===== config.mk =====
export PLATFORM = sky130hd
export DESIGN_NAME = uart_shadow_rx_tx_alias
export DESIGN_NICKNAME = d
export VERILOG_FILES = /design/src/hw/byte_fifo.v /design/src/hw/uart_shadow_rx_tx_alias.v
export VERILOG_INCLUDE_DIRS = /design/src /design/src/hw
export SDC_FILE = /design/constraint.sdc
export NUM_CORES = 1
export LEC_CHECK = 0
export CORE_UTILIZATION = 35
export DETAILED_ROUTE_END_ITERATION = 10
export DONT_BUFFER_PORTS = 1
export PLACE_DENSITY = 0.54
export REMOVE_ABC_BUFFERS = 1
export SYNTH_ARGS = -nofsm -noshare
export SYNTH_HDL_FRONTEND = slang
export SYNTH_SLANG_ARGS = --single-unit

===== constraint.sdc =====
create_clock -name clk -period 4.4 [get_ports clk]
set_input_delay 1.32 -clock clk [delete_from_list [all_inputs] [get_ports clk]]
set_output_delay 1.32 -clock clk [all_outputs]
set_load 0.1 [all_outputs]

===== src/hw/uart_alias_defs.vh =====
`ifndef UART_ALIAS_DEFS_VH
`define UART_ALIAS_DEFS_VH

// alias window: sixteen words, slot 0 up to slot 15
`define ALIAS_BASE 32'h50001130
`define ALIAS_LIMIT 32'h50001170
`define ALIAS_SLOT7 32'h5000114c
`define ALIAS_SLOT8 32'h50001150
`define ALIAS_RESET 16'h0000

// control and status words next to the window
`define LINE_STATUS_ADDR 32'h50001180
`define FIFO_CONTROL_ADDR 32'h50001184
`define IRQ_STATUS_ADDR 32'h50001188
`define IRQ_MASK_ADDR 32'h5000118c

// line status fields
`define LSR_DATA_READY 0
`define LSR_OVERRUN 1
`define LSR_THR_EMPTY 5
`define LSR_TX_IDLE 6

// fifo control fields
`define FCR_FIFO_EN 0
`define FCR_IR_MODE 1

// interrupt fields
`define IRQ_RX_BYTE 0
`define IRQ_OVERRUN 1
`define IRQ_THR_EMPTY 2
`define IRQ_WIDTH 3

// fifo geometry
`define FIFO_DEPTH 16
`define FIFO_AW 4

// 16x oversample tick: 250 MHz / (115200 * 16) rounded
`define OVS_DIV 8'd136
`define OVS_PER_BIT 4'd15
`define OVS_HALF_BIT 4'd7

`endif


===== src/hw/byte_fifo.v =====
`timescale 1ns/1ps
`default_nettype none
`include "uart_alias_defs.vh"

module byte_fifo (
  input wire clk,
  input wire reset,
  input wire flush,
  input wire push,
  input wire [7:0] push_data,
  input wire pop,
  output wire [7:0] head_data,
  output wire full,
  output wire empty
);
  reg [7:0] mem [0:`FIFO_DEPTH-1];
  reg [`FIFO_AW-1:0] wr_ptr_q;
  reg [`FIFO_AW-1:0] rd_ptr_q;
  reg [`FIFO_AW:0] count_q;
  wire do_push;
  wire do_pop;

  // a push into a full fifo is dropped, contents kept
  assign do_push = push && !full;
  assign do_pop = pop && !empty;
  assign full = (count_q == `FIFO_DEPTH);
  assign empty = (count_q == 0);
  assign head_data = mem[rd_ptr_q];

  always @(posedge clk) begin
    if (do_push) begin
      mem[wr_ptr_q] <= push_data;
    end
  end

  always @(posedge clk) begin
    if (reset || flush) begin
      wr_ptr_q <= {`FIFO_AW{1'b0}};
      rd_ptr_q <= {`FIFO_AW{1'b0}};
      count_q <= {(`FIFO_AW+1){1'b0}};
    end else begin
      if (do_push) begin
        wr_ptr_q <= wr_ptr_q + 1'b1;
      end
      if (do_pop) begin
        rd_ptr_q <= rd_ptr_q + 1'b1;
      end
      if (do_push && !do_pop) begin
        count_q <= count_q + 1'b1;
      end else if (do_pop && !do_push) begin
        count_q <= count_q - 1'b1;
      end
    end
  end
endmodule // byte_fifo

`default_nettype wire


===== src/hw/uart_shadow_rx_tx_alias.v =====
// Summary of operation
// alias read returns received byte, low bits
// sixteen word locations alias one buffer
// software trusts read only when data ready
// no fifo: new byte overwrites, flags overrun
// fifo on: read returns oldest fifo entry
// rx fifo full: drop byte, flag overrun
// written byte goes out on line
// software writes only while holding empty
// no fifo: single write clears holding empty
// no fifo: extra write replaces pending byte
// fifo on: accepts writes up to 16
// write to full tx fifo discarded
// bits 15:8 read zero, writes ignored
//
// The implementer's own choice: the strobed register port.
`timescale 1ns/1ps
`default_nettype none
`include "uart_alias_defs.vh"

module uart_shadow_rx_tx_alias (
  input wire clk,
  input wire reset,
  input wire [31:0] addr,
  input wire [31:0] wdata,
  input wire wr_en,
  input wire rd_en,
  output reg [31:0] rdata,
  input wire sin,
  input wire sir_in,
  output reg sout,
  output reg sir_out_n,
  output wire irq
);
  localparam TX_IDLE = 2'd0;
  localparam TX_START = 2'd1;
  localparam TX_DATA = 2'd2;
  localparam TX_STOP = 2'd3;
  localparam RX_IDLE = 2'd0;
  localparam RX_START = 2'd1;
  localparam RX_DATA = 2'd2;
  localparam RX_STOP = 2'd3;

  // decode
  wire alias_hit;
  wire lsr_hit;
  wire fcr_hit;
  wire ist_hit;
  wire imsk_hit;
  // alias covers sixteen aligned words so bursts land on one buffer
  assign alias_hit = (addr >= `ALIAS_BASE) && (addr < `ALIAS_LIMIT) && (addr[1:0] == 2'b00);
  assign lsr_hit = (addr == `LINE_STATUS_ADDR);
  assign fcr_hit = (addr == `FIFO_CONTROL_ADDR);
  assign ist_hit = (addr == `IRQ_STATUS_ADDR);
  assign imsk_hit = (addr == `IRQ_MASK_ADDR);

  wire alias_rd = rd_en && alias_hit;
  wire alias_wr = wr_en && alias_hit;

  // control
  reg fifo_en_q;
  reg ir_mode_q;
  reg [`IRQ_WIDTH-1:0] irq_mask_q;
  reg [`IRQ_WIDTH-1:0] irq_stat_q;
  wire fifo_flush;
  // switching fifo mode empties both fifos; the rx and tx holding registers keep their bytes
  assign fifo_flush = wr_en && fcr_hit && (wdata[`FCR_FIFO_EN] != fifo_en_q);

  always @(posedge clk) begin
    if (reset) begin
      fifo_en_q <= 1'b0;
      ir_mode_q <= 1'b0;
      irq_mask_q <= {`IRQ_WIDTH{1'b0}};
    end else begin
      if (wr_en && fcr_hit) begin
        fifo_en_q <= wdata[`FCR_FIFO_EN];
        ir_mode_q <= wdata[`FCR_IR_MODE];
      end
      if (wr_en && imsk_hit) begin
        irq_mask_q <= wdata[`IRQ_WIDTH-1:0];
      end
    end
  end

  // pin synchronisers
  reg sin_meta_q;
  reg sin_sync_q;
  reg sir_meta_q;
  reg sir_sync_q;
  always @(posedge clk) begin
    if (reset) begin
      sin_meta_q <= 1'b1;
      sin_sync_q <= 1'b1;
      sir_meta_q <= 1'b0;
      sir_sync_q <= 1'b0;
    end else begin
      sin_meta_q <= sin;
      sin_sync_q <= sin_meta_q;
      sir_meta_q <= sir_in;
      sir_sync_q <= sir_meta_q;
    end
  end
  // infrared: a pulse on the input marks a zero bit
  wire rx_line = ir_mode_q ? ~sir_sync_q : sin_sync_q;

  // oversample tick
  reg [7:0] ovs_cnt_q;
  wire ovs_tick = (ovs_cnt_q == `OVS_DIV - 8'd1);
  always @(posedge clk) begin
    if (reset || ovs_tick) begin
      ovs_cnt_q <= 8'h00;
    end else begin
      ovs_cnt_q <= ovs_cnt_q + 8'h01;
    end
  end

  // receive engine
  reg [1:0] rx_state_q;
  reg [3:0] rx_tick_q;
  reg [2:0] rx_bit_q;
  reg [7:0] rx_shift_q;
  reg rx_done_q;
  always @(posedge clk) begin
    if (reset) begin
      rx_state_q <= RX_IDLE;
      rx_tick_q <= 4'h0;
      rx_bit_q <= 3'h0;
      rx_shift_q <= 8'h00;
      rx_done_q <= 1'b0;
    end else begin
      rx_done_q <= 1'b0;
      if (ovs_tick) begin
        rx_tick_q <= rx_tick_q + 4'h1;
        case (rx_state_q)
          RX_IDLE: begin
            rx_tick_q <= 4'h0;
            if (!rx_line) begin
              rx_state_q <= RX_START;
            end
          end
          RX_START: begin
            if (rx_tick_q == `OVS_HALF_BIT) begin
              rx_tick_q <= 4'h0;
              rx_bit_q <= 3'h0;
              rx_state_q <= rx_line ? RX_IDLE : RX_DATA;
            end
          end
          RX_DATA: begin
            if (rx_tick_q == `OVS_PER_BIT) begin
              rx_shift_q <= {rx_line, rx_shift_q[7:1]};
              rx_bit_q <= rx_bit_q + 3'h1;
              if (rx_bit_q == 3'h7) begin
                rx_state_q <= RX_STOP;
              end
            end
          end
          RX_STOP: begin
            if (rx_tick_q == `OVS_PER_BIT) begin
              rx_done_q <= 1'b1;
              rx_state_q <= RX_IDLE;
            end
          end
          default: rx_state_q <= RX_IDLE;
        endcase
      end
    end
  end

  // receive storage
  wire [7:0] rx_head;
  wire rx_full;
  wire rx_empty;
  reg [7:0] rx_hold_q;
  reg rx_hold_valid_q;
  reg overrun_q;
  wire rx_push = rx_done_q && fifo_en_q;
  wire rx_pop = alias_rd && fifo_en_q;
  // full fifo keeps its contents; byte_fifo drops the push
  wire rx_overrun = rx_done_q && (fifo_en_q ? rx_full : rx_hold_valid_q);
  wire data_ready = fifo_en_q ? !rx_empty : rx_hold_valid_q;

  byte_fifo rx_fifo (
    .clk(clk),
    .reset(reset),
    .flush(fifo_flush),
    .push(rx_push),
    .push_data(rx_shift_q),
    .pop(rx_pop),
    .head_data(rx_head),
    .full(rx_full),
    .empty(rx_empty)
  );

  always @(posedge clk) begin
    if (reset) begin
      rx_hold_q <= 8'h00;
      rx_hold_valid_q <= 1'b0;
      overrun_q <= 1'b0;
    end else begin
      // arrival beats a same-cycle read so the byte is not lost
      if (rx_done_q && !fifo_en_q) begin
        rx_hold_q <= rx_shift_q;
        rx_hold_valid_q <= 1'b1;
      end else if (alias_rd && !fifo_en_q) begin
        rx_hold_valid_q <= 1'b0;
      end
      if (rx_overrun) begin
        overrun_q <= 1'b1;
      end else if (rd_en && lsr_hit) begin
        overrun_q <= 1'b0;
      end
    end
  end

  // transmit storage
  wire [7:0] tx_head;
  wire tx_full;
  wire tx_empty;
  reg [7:0] tx_hold_q;
  reg thr_empty_q;
  wire tx_load;
  // full fifo drops the write silently
  wire tx_push = alias_wr && fifo_en_q;
  wire tx_pop = tx_load && fifo_en_q;
  wire thr_empty = fifo_en_q ? tx_empty : thr_empty_q;

  byte_fifo tx_fifo (
    .clk(clk),
    .reset(reset),
    .flush(fifo_flush),
    .push(tx_push),
    .push_data(wdata[7:0]),
    .pop(tx_pop),
    .head_data(tx_head),
    .full(tx_full),
    .empty(tx_empty)
  );

  always @(posedge clk) begin
    if (reset) begin
      tx_hold_q <= 8'h00;
      thr_empty_q <= 1'b1;
    end else begin
      // a write while still pending simply replaces the byte
      if (alias_wr && !fifo_en_q) begin
        tx_hold_q <= wdata[7:0];
        thr_empty_q <= 1'b0;
      end else if (tx_load && !fifo_en_q) begin
        thr_empty_q <= 1'b1;
      end
    end
  end

  // transmit engine
  reg [1:0] tx_state_q;
  reg [3:0] tx_tick_q;
  reg [2:0] tx_bit_q;
  reg [7:0] tx_shift_q;
  reg tx_bit_val;
  assign tx_load = ovs_tick && (tx_state_q == TX_IDLE) && !thr_empty && !alias_wr;

  always @(posedge clk) begin
    if (reset) begin
      tx_state_q <= TX_IDLE;
      tx_tick_q <= 4'h0;
      tx_bit_q <= 3'h0;
      tx_shift_q <= 8'h00;
    end else if (ovs_tick) begin
      tx_tick_q <= tx_tick_q + 4'h1;
      case (tx_state_q)
        TX_IDLE: begin
          tx_tick_q <= 4'h0;
          if (tx_load) begin
            tx_shift_q <= fifo_en_q ? tx_head : tx_hold_q;
            tx_state_q <= TX_START;
          end
        end
        TX_START: begin
          if (tx_tick_q == `OVS_PER_BIT) begin
            tx_bit_q <= 3'h0;
            tx_state_q <= TX_DATA;
          end
        end
        TX_DATA: begin
          if (tx_tick_q == `OVS_PER_BIT) begin
            tx_shift_q <= {1'b0, tx_shift_q[7:1]};
            tx_bit_q <= tx_bit_q + 3'h1;
            if (tx_bit_q == 3'h7) begin
              tx_state_q <= TX_STOP;
            end
          end
        end
        TX_STOP: begin
          if (tx_tick_q == `OVS_PER_BIT) begin
            tx_state_q <= TX_IDLE;
          end
        end
        default: tx_state_q <= TX_IDLE;
      endcase
    end
  end

  always @* begin
    case (tx_state_q)
      TX_START: tx_bit_val = 1'b0;
      TX_DATA: tx_bit_val = tx_shift_q[0];
      default: tx_bit_val = 1'b1;
    endcase
  end

  // pins driven from flops; infrared pulses low for each zero bit
  always @(posedge clk) begin
    if (reset) begin
      sout <= 1'b1;
      sir_out_n <= 1'b1;
    end else begin
      sout <= ir_mode_q ? 1'b1 : tx_bit_val;
      sir_out_n <= ir_mode_q ? tx_bit_val : 1'b1;
    end
  end

  // interrupts
  reg thr_empty_prev_q;
  wire [`IRQ_WIDTH-1:0] irq_event;
  assign irq_event[`IRQ_RX_BYTE] = rx_done_q && !rx_overrun;
  assign irq_event[`IRQ_OVERRUN] = rx_overrun;
  assign irq_event[`IRQ_THR_EMPTY] = thr_empty && !thr_empty_prev_q;

  always @(posedge clk) begin
    if (reset) begin
      irq_stat_q <= {`IRQ_WIDTH{1'b0}};
      thr_empty_prev_q <= 1'b1;
    end else begin
      thr_empty_prev_q <= thr_empty;
      // set wins over a write-one clear in the same cycle
      if (wr_en && ist_hit) begin
        irq_stat_q <= (irq_stat_q & ~wdata[`IRQ_WIDTH-1:0]) | irq_event;
      end else begin
        irq_stat_q <= irq_stat_q | irq_event;
      end
    end
  end
  assign irq = |(irq_stat_q & irq_mask_q);

  // read data, one cycle after the strobe
  reg [31:0] rd_mux;
  always @* begin
    rd_mux = 32'h00000000;
    if (alias_hit) begin
      rd_mux[7:0] = fifo_en_q ? rx_head : rx_hold_q;
    end else if (lsr_hit) begin
      rd_mux[`LSR_DATA_READY] = data_ready;
      rd_mux[`LSR_OVERRUN] = overrun_q;
      rd_mux[`LSR_THR_EMPTY] = thr_empty;
      rd_mux[`LSR_TX_IDLE] = thr_empty && (tx_state_q == TX_IDLE);
    end else if (fcr_hit) begin
      rd_mux[`FCR_FIFO_EN] = fifo_en_q;
      rd_mux[`FCR_IR_MODE] = ir_mode_q;
    end else if (ist_hit) begin
      rd_mux[`IRQ_WIDTH-1:0] = irq_stat_q;
    end else if (imsk_hit) begin
      rd_mux[`IRQ_WIDTH-1:0] = irq_mask_q;
    end
  end

  always @(posedge clk) begin
    if (reset) begin
      rdata <= 32'h00000000;
    end else if (rd_en) begin
      rdata <= rd_mux;
    end else begin
      rdata <= 32'h00000000;
    end
  end
endmodule // uart_shadow_rx_tx_alias

`default_nettype wire


==> results of run 1 <==
layer usage:
layer  track usage [%]  up-vias
met5                 0        -
met4              4.10        0
met3              2.42       44
met2              23.8      166
met1              19.9     4360
li1                  -     4103
layout make-up:
cell class,instances,share of cell area (%)
Tap cell,592,4.20
Inverter,23,0.490
Clock inverter,23,1.16
Clock buffer,49,5.98
Sequential cell,375,57.1
Timing Repair Buffer,36,1.53
Multi-Input combinational cell,634,29.5
cells by family (layout without fill, tap and decap cells):
group | after synthesis | after routing | synth area share, %
flip-flops | 375 | 375 | 64.0
AND/OR/NAND/NOR | 312 | 312 | 10.1
AO/OA/AOI/OAI | 127 | 127 | 5.02
multiplexers | 113 | 113 | 13.3
buffers and inverters | 98 | 131 | 3.44
adder cells (fa/ha/maj) | 31 | 31 | 2.56
XOR/XNOR | 27 | 27 | 1.50
other | 1 | 24 | 0.0238
worst min path at each step:
stage | end | slack [ns] | cells after the start
after floorplan | sin_sync_q | 0.39 | 1
after global placement | sin_sync_q | 0.39 | 1
after detailed placement | sin_sync_q | 0.40 | 1
after CTS | sin_sync_q | 0.41 | 1
after global routing | sin_sync_q | 0.44 | 1
final | sin_sync_q | 0.41 | 1
power breakdown:
part / leakage (nW) / switching (mW) / internal [mW] / total [mW]
logic: 1.86 / 0.102 / 0.0109 / 0.113
registers: 3.30 / 0.00178 / 3.74 / 3.74
clock network: 0.610 / 1.36 / 1.88 / 3.24
total: 5.77 / 1.46 / 5.64 / 7.10
through the flow:
stage	hold slack [ns]	total power [mW]	worst slack, ns
after floorplan	0.389	3.93	0.463
after global placement	0.391	3.93	0.323
after detailed placement	0.396	3.93	0.289
after CTS	0.410	7.18	0.844
after global routing	0.444	7.32	0.563
final	0.409	7.10	0.848
Yosys cell counts (all sizes together) (19+ instances only):
cell | n | area, µm²
nand2 | 70 | 263
buf | 50 | 360
a21oi | 56 | 280
inv | 23 | 86.3
edfxtp | 256 | 7690
xor2 | 19 | 166
mux4 | 70 | 1660
mux2i | 40 | 400
nor3 | 21 | 115
nor2 | 111 | 417
dfxtp | 119 | 2380
ha | 29 | 363
clkbuf | 25 | 93.8
sequential cells by signal, indices dropped and copies added, names as in the netlist, 3 cells and up, named ones only:
name,cells
rx_fifo.mem,128
tx_fifo.mem,128
ovs_cnt_q,8
rdata,8
rx_hold_q,8
rx_shift_q,8
tx_hold_q,8
tx_shift_q,8
rx_fifo.count_q,5
tx_fifo.count_q,5
rx_fifo.rd_ptr_q,4
rx_fifo.wr_ptr_q,4
rx_tick_q,4
tx_fifo.rd_ptr_q,4
tx_fifo.wr_ptr_q,4
tx_tick_q,4
irq_mask_q,3
irq_stat_q,3
rx_bit_q,3
tx_bit_q,3
==> results.sh, run 1 <==
export IMPL_status="finished clean"
export IMPL_place_congestion=0.765
export IMPL_place_port_buffers=0
export IMPL_core_area_um2=44300
export IMPL_drv_cap=0
export IMPL_crit_path_end_kind="flop"
export IMPL_fin_setup_tns_ns=0
export IMPL_slew_violations=0
export IMPL_grt_max_degree=77
export IMPL_final_cell_area_um2=17600
export IMPL_ioPinCount=105
export IMPL_critPathLaunch="addr[21]"
export IMPL_die_w_um=214
export IMPL_crit_buf_inv=2
export IMPL_crit_arrival_ns=3.97
export IMPL_cts_root_buf="clkbuf_16"
export IMPL_synth_avg_cell_area_um2=14.5
export IMPL_grt_setup_unrepaired="no"
export IMPL_antenna_found_initial=0
export IMPL_rows=77
export IMPL_cts_htree_levels=2
export IMPL_syn_area_um2=15700
export IMPL_die_y_um=214
export IMPL_final_hold_viol_count=0
export IMPL_cts_tree="done"
export IMPL_clk_pin_slew_ns=0.06
export IMPL_drive_above_1_share_pct=14.4
export IMPL_final_cell_mix="edfxtp_1 (256), dfxtp_1 (116), nor2_1 (111)"
export IMPL_r2r_end="rx_fifo.count_q[4]"
export IMPL_slowest_stage="or3_1"
export IMPL_synthCells=1084
export IMPL_final_cells=1732
export IMPL_syn_to_final_growth_pct=12.1
export IMPL_totalWireLength_um=33100
export IMPL_drc_errors=0
export IMPL_synth_main_ff_cell="edfxtp_1"
export IMPL_fin_crit_sh_pct=80.7
export IMPL_setup_viol=0
export IMPL_ir_drop_uv=317
export IMPL_yosysWarningCount=0
export IMPL_wl_met2_um=16100
export IMPL_multi_input_area_um2=5200
export IMPL_drt_iter0_drc=571
export IMPL_path_depth=14
export IMPL_cts_buffers=39
export IMPL_utilization_pct=39.8
export IMPL_grt_overflow_total=0
export IMPL_finClkSkew_ns=0.0221
export IMPL_antenna_cells=0
export IMPL_async_flop_share_pct=0
export IMPL_crit_chain="nor4_1 -> buf_4 -> nand2_1 -> nor2_1 -> nand3_1 -> ha_1 -> inv_1 -> ha_1 -> nor2b_1 -> o21a_1 -> or3_1 -> a21oi_1 -> xnor2_1 -> nor2_1"
export IMPL_grt_usage_pct=14.5
export IMPL_cp_start_kind="input pin"
export IMPL_post_cts_buffers=0
export IMPL_dr_pass1_iters=5
export IMPL_required_ns=4.82
export IMPL_tightest_slew_ns=1.03
export IMPL_slew_headroom_pct=31.1
export IMPL_hold_path_class="reg -> reg"
export IMPL_dieArea_um2=45800
export IMPL_clockBufferDepth=3
export IMPL_synth_cell_types=69
export IMPL_wl_met3_um=1370
export IMPL_hold_buffers=0
export IMPL_placed_cells=1660
export IMPL_leakage_nw=5.77
export IMPL_seq_area_frac_synth_pct=64.0
export IMPL_wl_met1_um=15000
export IMPL_path_class="in -> reg"
export IMPL_max_freq_mhz=282
export IMPL_dpl_hpwl_um=21300
export IMPL_placed_area_um2=16400
export IMPL_highest_layer="met4"
export IMPL_crit_family="simple AND/OR/NAND/NOR gates"
export IMPL_final_common_cell="edfxtp_1"
export IMPL_r2r_worst_path_cells=14
export IMPL_worstReg2RegStart="fifo_en_q"
export IMPL_num_fill_cells=4123
export IMPL_ys_ff_latch=375
export IMPL_ant_nets=0
export IMPL_wire_per_inst_um=19.1
export IMPL_power_density_nw_per_um2=402
export IMPL_vias_per_cell=5.01
export IMPL_slowest_delay_ns=0.30
export IMPL_cts_sinks=375
export IMPL_path_max_fanout=4
export IMPL_cp_endpoint="rx_fifo.count_q[4]"
export IMPL_fin_nets=1210
export IMPL_grt_first_pass_wirelength_um=51500
export IMPL_period_minus_slack_ns=3.55
export IMPL_grt_pass1_vias=8489
export IMPL_num_vias=8673
export IMPL_regArea_um2=10100
export IMPL_regToRegSetupSlack_ns=1.22
export IMPL_clk_latency_ns=0.54
export IMPL_hold_start="sin_meta_q"
export IMPL_post_cts_resized=0
export IMPL_synth_edf_count=256
export IMPL_floorplan_initialDensity_pct=35.5
No activity file was read; power rests on OpenSTA's default activity.
==> inputs of run 2 (changes only) <==
- PLACE_DENSITY: 0.54 -> 0.56
- clock period: 4.4 -> 3.1 ns (I/O delays scaled with it)
==> run 2 against run 1 <==
Combinational power up 47%. Worst hold slack improved by 0.0048 ns. Wire length up 1.7%. Critical path depth up 1. Die area unchanged. Final cell count rose by 3.5%. Utilization grew 1.4 points. Sequential share of layout area shrank 2.0 points. Power rose by 44%. Non-clock buffer count up 62. Critical endpoint unchanged. Largest cell class unchanged.
==> results.sh, run 2 (synthesis gave the netlist of run 1 again) <==
export IMPL_status="finished clean"
export IMPL_fin_setup_tns_ns=0
export IMPL_path_max_fanout=3
export IMPL_setup_viol=0
export IMPL_fin_nets=1274
export IMPL_drive_above_1_share_pct=18.8
export IMPL_grt_first_pass_wirelength_um=52200
export IMPL_die_y_um=214
export IMPL_grt_overflow_total=0
export IMPL_final_hold_viol_count=0
export IMPL_totalWireLength_um=33700
export IMPL_crit_arrival_ns=3.38
export IMPL_dr_pass1_iters=5
export IMPL_finClkSkew_ns=0.0317
export IMPL_cts_root_buf="clkbuf_16"
export IMPL_antenna_found_initial=0
export IMPL_rows=77
export IMPL_clk_latency_ns=0.54
export IMPL_slowest_stage="or3_1"
export IMPL_leakage_nw=6.14
export IMPL_max_freq_mhz=340
export IMPL_place_port_buffers=0
export IMPL_num_vias=8913
export IMPL_ir_drop_uv=605
export IMPL_crit_path_end_kind="flop"
export IMPL_ant_nets=0
export IMPL_syn_to_final_growth_pct=16.1
export IMPL_grt_pass1_vias=8927
export IMPL_slew_violations=0
export IMPL_clk_pin_slew_ns=0.06
export IMPL_grt_setup_unrepaired="no"
export IMPL_wire_per_inst_um=18.8
export IMPL_dieArea_um2=45800
export IMPL_core_area_um2=44300
export IMPL_period_minus_slack_ns=2.94
export IMPL_drc_errors=0
export IMPL_cts_buffers=41
export IMPL_cp_start_kind="input pin"
export IMPL_drv_cap=0
export IMPL_fin_crit_sh_pct=94.8
export IMPL_dpl_hpwl_um=22500
export IMPL_clockBufferDepth=3
export IMPL_vias_per_cell=4.97
export IMPL_cts_sinks=375
export IMPL_largestRegisters="rx_fifo.mem x128, tx_fifo.mem x128"
export IMPL_fin_ws_ns=0.161
export IMPL_ioPinCount=105
export IMPL_grt_max_degree=77
export IMPL_path_class="in -> reg"
export IMPL_tightest_slew_ns=0.942
export IMPL_power_mw=10.2
export IMPL_cts_htree_levels=2
export IMPL_place_congestion=0.801
export IMPL_hold_path_class="reg -> reg"
export IMPL_crit_chain="and4b_1 -> buf_4 -> nand4_1 -> buf_4 -> nor2_2 -> nand3_1 -> ha_1 -> inv_1 -> ha_1 -> nor2b_1 -> o21a_1 -> or3_1 -> a21oi_1 -> xnor2_1 -> nor2_1"
export IMPL_final_cell_mix="edfxtp_1 (256), dfxtp_1 (117), nor2_1 (110)"
export IMPL_dp_worst_setup_slack_ns=-0.435
export IMPL_hold_buffers=0
export IMPL_final_common_cell="edfxtp_1"
export IMPL_utilization_pct=41.2
export IMPL_num_fill_cells=4060
export IMPL_grt_usage_pct=14.8
export IMPL_cts_tree="done"
export IMPL_slew_headroom_pct=37.1
export IMPL_power_density_nw_per_um2=560
export IMPL_drt_iter0_drc=498
export IMPL_slowest_delay_ns=0.30
export IMPL_floorplan_initialDensity_pct=35.5
export IMPL_required_ns=3.54
export IMPL_die_w_um=214
==> run 2: cell types whose count changed in the layout (fill, tap and decap cells not counted), sizes merged <==
cell	change
clkinv	-5
clkinvlp	-3
bufinv	+1
clkbuf	+5
diode	+1
buf	+62
==> run 2: layout make-up <==
type                    instances  area [µm²]  area share (%)
repair buffers                 98         861            4.71
well taps                     592         741            4.06
clock buffers                  54        1110            6.06
flip-flops and latches        375       10100            55.1
multi-input cells             634        5210            28.5
clock inverters                16         191            1.05
diodes                          1        2.50          0.0137
inverters                      23        86.3           0.473
==> run 2: stage by stage <==
step	instance area [µm²]	std cells	hold WS (ns)
3_3_place_gp	16900	1720	0.392
2_1_floorplan	15400	1032	0.389
4_1_cts	18200	1790	0.415
5_1_grt	18300	1792	0.419
6_report	18300	1793	0.414
3_5_place_dp	16900	1720	0.401
==> run 2: report_power, final <==
group          switching (mW)  internal, mW  leakage, nW
clock                    1.90          2.84        0.638
sequential            0.00265          5.31         3.30
combinational           0.147        0.0187         2.21
total                    2.05          8.17         6.14
==> run 2: metal layers <==
layer	vias up	share of wire [%]	routed length (µm)	global-route usage (%)
met2	196	48	16300	24.4
met1	4449	45	15100	19.8
li1	4224	-	-	-
met5	-	0	0	0
met4	0	1.6	554	3.96
met3	44	5.0	1670	2.96
==> run 2: final timing paths <==
check / from / end / slack (ns) / depth (start not counted)
max: addr[31] / rx_fifo.count_q[4] / 0.16 / 15
min: sin_meta_q / sin_sync_q / 0.41 / 1
max reg2reg: tx_fifo.count_q[0] / tx_fifo.count_q[3] / 0.25 / 13
min reg2reg: sin_meta_q / sin_sync_q / 0.41 / 1
==> run 2: critical path: cells and delay by family <==
kind | cells | cell delay [ns]
AOI/OAI and AO/OA | 2 | 0.36
buffers and inverters | 3 | 0.44
and+or+nand+nor | 7 | 1.06
xor gates and xnor gates | 1 | 0.13
adders and majority gates | 2 | 0.46
==> run 2: repair_timing <==
item,CTS,global route
endpoints found under the setup margin,0,2
setup buffers,0,2
resized for setup,0,1
==> inputs of run 3 (changes only) <==
- PLACE_DENSITY: 0.56 -> 0.54
- clock period: 3.1 -> 3.2 ns (I/O delays scaled with it)
==> run 3 against run 2 <==
Utilization is essentially flat. Final cell count shrank 0.11%. Largest cell class unchanged. Die area is the same. Critical path depth shrank 1. Non-clock buffer count shrank 3. Largest power group unchanged. Combinational power shrank 4%. Via count shrank 0.27%. Global-route usage shrank 0.14 points.
==> results.sh, run 3 (synthesis gave the netlist of run 1 again) <==
export IMPL_floorplan_initialDensity_pct=35.5
export IMPL_setup_viol=0
export IMPL_rows=77
export IMPL_worstReg2RegStart="ovs_cnt_q[0]"
export IMPL_place_port_buffers=0
export IMPL_holdWs_ns=0.409
export IMPL_status="finished clean"
export IMPL_hold_path_class="reg -> reg"
export IMPL_final_hold_viol_count=0
export IMPL_period_minus_slack_ns=2.91
export IMPL_syn_to_final_growth_pct=16.0
export IMPL_post_cts_buffers=0
export IMPL_final_common_cell="edfxtp_1"
export IMPL_cts_buffers=40
export IMPL_grt_usage_pct=14.6
export IMPL_antenna_found_initial=0
export IMPL_wl_met2_um=16500
export IMPL_tightest_slew_ns=0.944
export IMPL_core_area_um2=44300
export IMPL_slew_violations=0
export IMPL_drive_above_1_share_pct=18.6
export IMPL_totalWireLength_um=33400
export IMPL_path_max_fanout=3
export IMPL_path_class="in -> reg"
export IMPL_cts_sinks=375
export IMPL_die_w_um=214
export IMPL_place_congestion=0.801
export IMPL_largestRegisters="rx_fifo.mem x128, tx_fifo.mem x128"
export IMPL_highest_layer="met4"
export IMPL_grt_pass1_vias=8867
export IMPL_crit_path_end_kind="flop"
export IMPL_dr_pass1_iters=5
export IMPL_dp_worst_setup_slack_ns=-0.396
export IMPL_critPathLaunch="addr[20]"
export IMPL_fin_nets=1270
export IMPL_drt_iter0_drc=542
export IMPL_grt_first_pass_wirelength_um=52200
export IMPL_ioPinCount=105
export IMPL_finClkSkew_ns=0.0151
export IMPL_ir_drop_uv=386
export IMPL_crit_arrival_ns=3.33
export IMPL_max_freq_mhz=344
export IMPL_ant_nets=0
export IMPL_cts_tree="done"
export IMPL_final_cell_area_um2=18300
export IMPL_cts_htree_levels=2
export IMPL_fin_ws_ns=0.290
export IMPL_drc_errors=0
export IMPL_regToRegSetupSlack_ns=0.36
export IMPL_wl_met1_um=15100
export IMPL_final_cell_mix="edfxtp_1 (256), dfxtp_1 (117), nor2_1 (110)"
export IMPL_fin_setup_tns_ns=0
export IMPL_power_density_nw_per_um2=540
export IMPL_vias_per_cell=4.96
export IMPL_dpl_hpwl_um=22200
export IMPL_num_vias=8889
export IMPL_cts_root_buf="clkbuf_16"
export IMPL_clockBufferDepth=3
export IMPL_die_y_um=214
export IMPL_grt_overflow_total=0
export IMPL_clk_latency_ns=0.54
export IMPL_required_ns=3.62
export IMPL_antenna_cells=0
export IMPL_clk_pin_slew_ns=0.06
export IMPL_drv_cap=0
export IMPL_power_mw=9.86
export IMPL_placed_cells=1719
export IMPL_placed_area_um2=17000
export IMPL_cp_start_kind="input pin"
export IMPL_dieArea_um2=45800
export IMPL_grt_max_degree=77
export IMPL_wl_met3_um=1250
export IMPL_utilization_pct=41.2
export IMPL_leakage_nw=6.12
export IMPL_hold_start="sin_meta_q"
export IMPL_final_cells=1791
export IMPL_slew_headroom_pct=37.0
export IMPL_grt_setup_unrepaired="no"
export IMPL_wire_per_inst_um=18.7
export IMPL_fin_crit_sh_pct=90.9
-- run 3: cell count changes in the layout (fill, tap and decap cells not counted) --
| cell | change |
|---|---|
| clkinv_1 | +3 |
| clkinv_2 | -2 |
| buf_12 | +1 |
| nand2_2 | +1 |
| nand2_1 | -1 |
| clkbuf_16 | -2 |
| clkinvlp_4 | +1 |
| buf_4 | -4 |
| clkbuf_1 | -1 |
| diode_2 | -1 |
| clkbuf_8 | +1 |
| clkinvlp_2 | +1 |
| inv_16 | +1 |
-- run 3: final timing paths --
path                         to  depth (start not counted)
max          rx_fifo.count_q[4]                         14
min                  sin_sync_q                          1
min reg2reg          sin_sync_q                          1
max reg2reg  tx_fifo.count_q[3]                         15
-- run 3: critical path: stages --
cell,delay (ns)
nor4_1,0.30
buf_4,0.19
nand2_2,0.12
nor2_2,0.13
nand3_1,0.11
ha_1,0.23
inv_1,0.08
ha_1,0.23
nor2b_1,0.15
o21a_1,0.17
or3_1,0.30
a21oi_1,0.18
xnor2_1,0.13
nor2_1,0.05
-- run 3: where the power goes --
| part | total (mW) | switching, mW | internal (mW) |
|---|---|---|---|
| clock network | 4.55 | 1.86 | 2.69 |
| logic | 0.160 | 0.141 | 0.0184 |
| registers | 5.15 | 0.00235 | 5.15 |
-- run 3: final cells by class --
type	count	area, µm²
fillers	4076	26100
repair buffers	95	851
flip-flops and latches	375	10100
multi-input cells	634	5210
clock buffers	52	1070
inverters	23	86.3
well taps	592	741
clock inverters	20	225
-- run 3: timing repair --
action,CTS,global route
hold buffers,0,0
endpoints found under the setup margin,0,1
resized for setup,0,2
-- run 3: layer usage --
metal	track usage [%]	up-vias
met5	0	-
li1	-	4221
met3	2.42	45
met2	24.7	136
met4	3.55	0
met1	19.6	4487
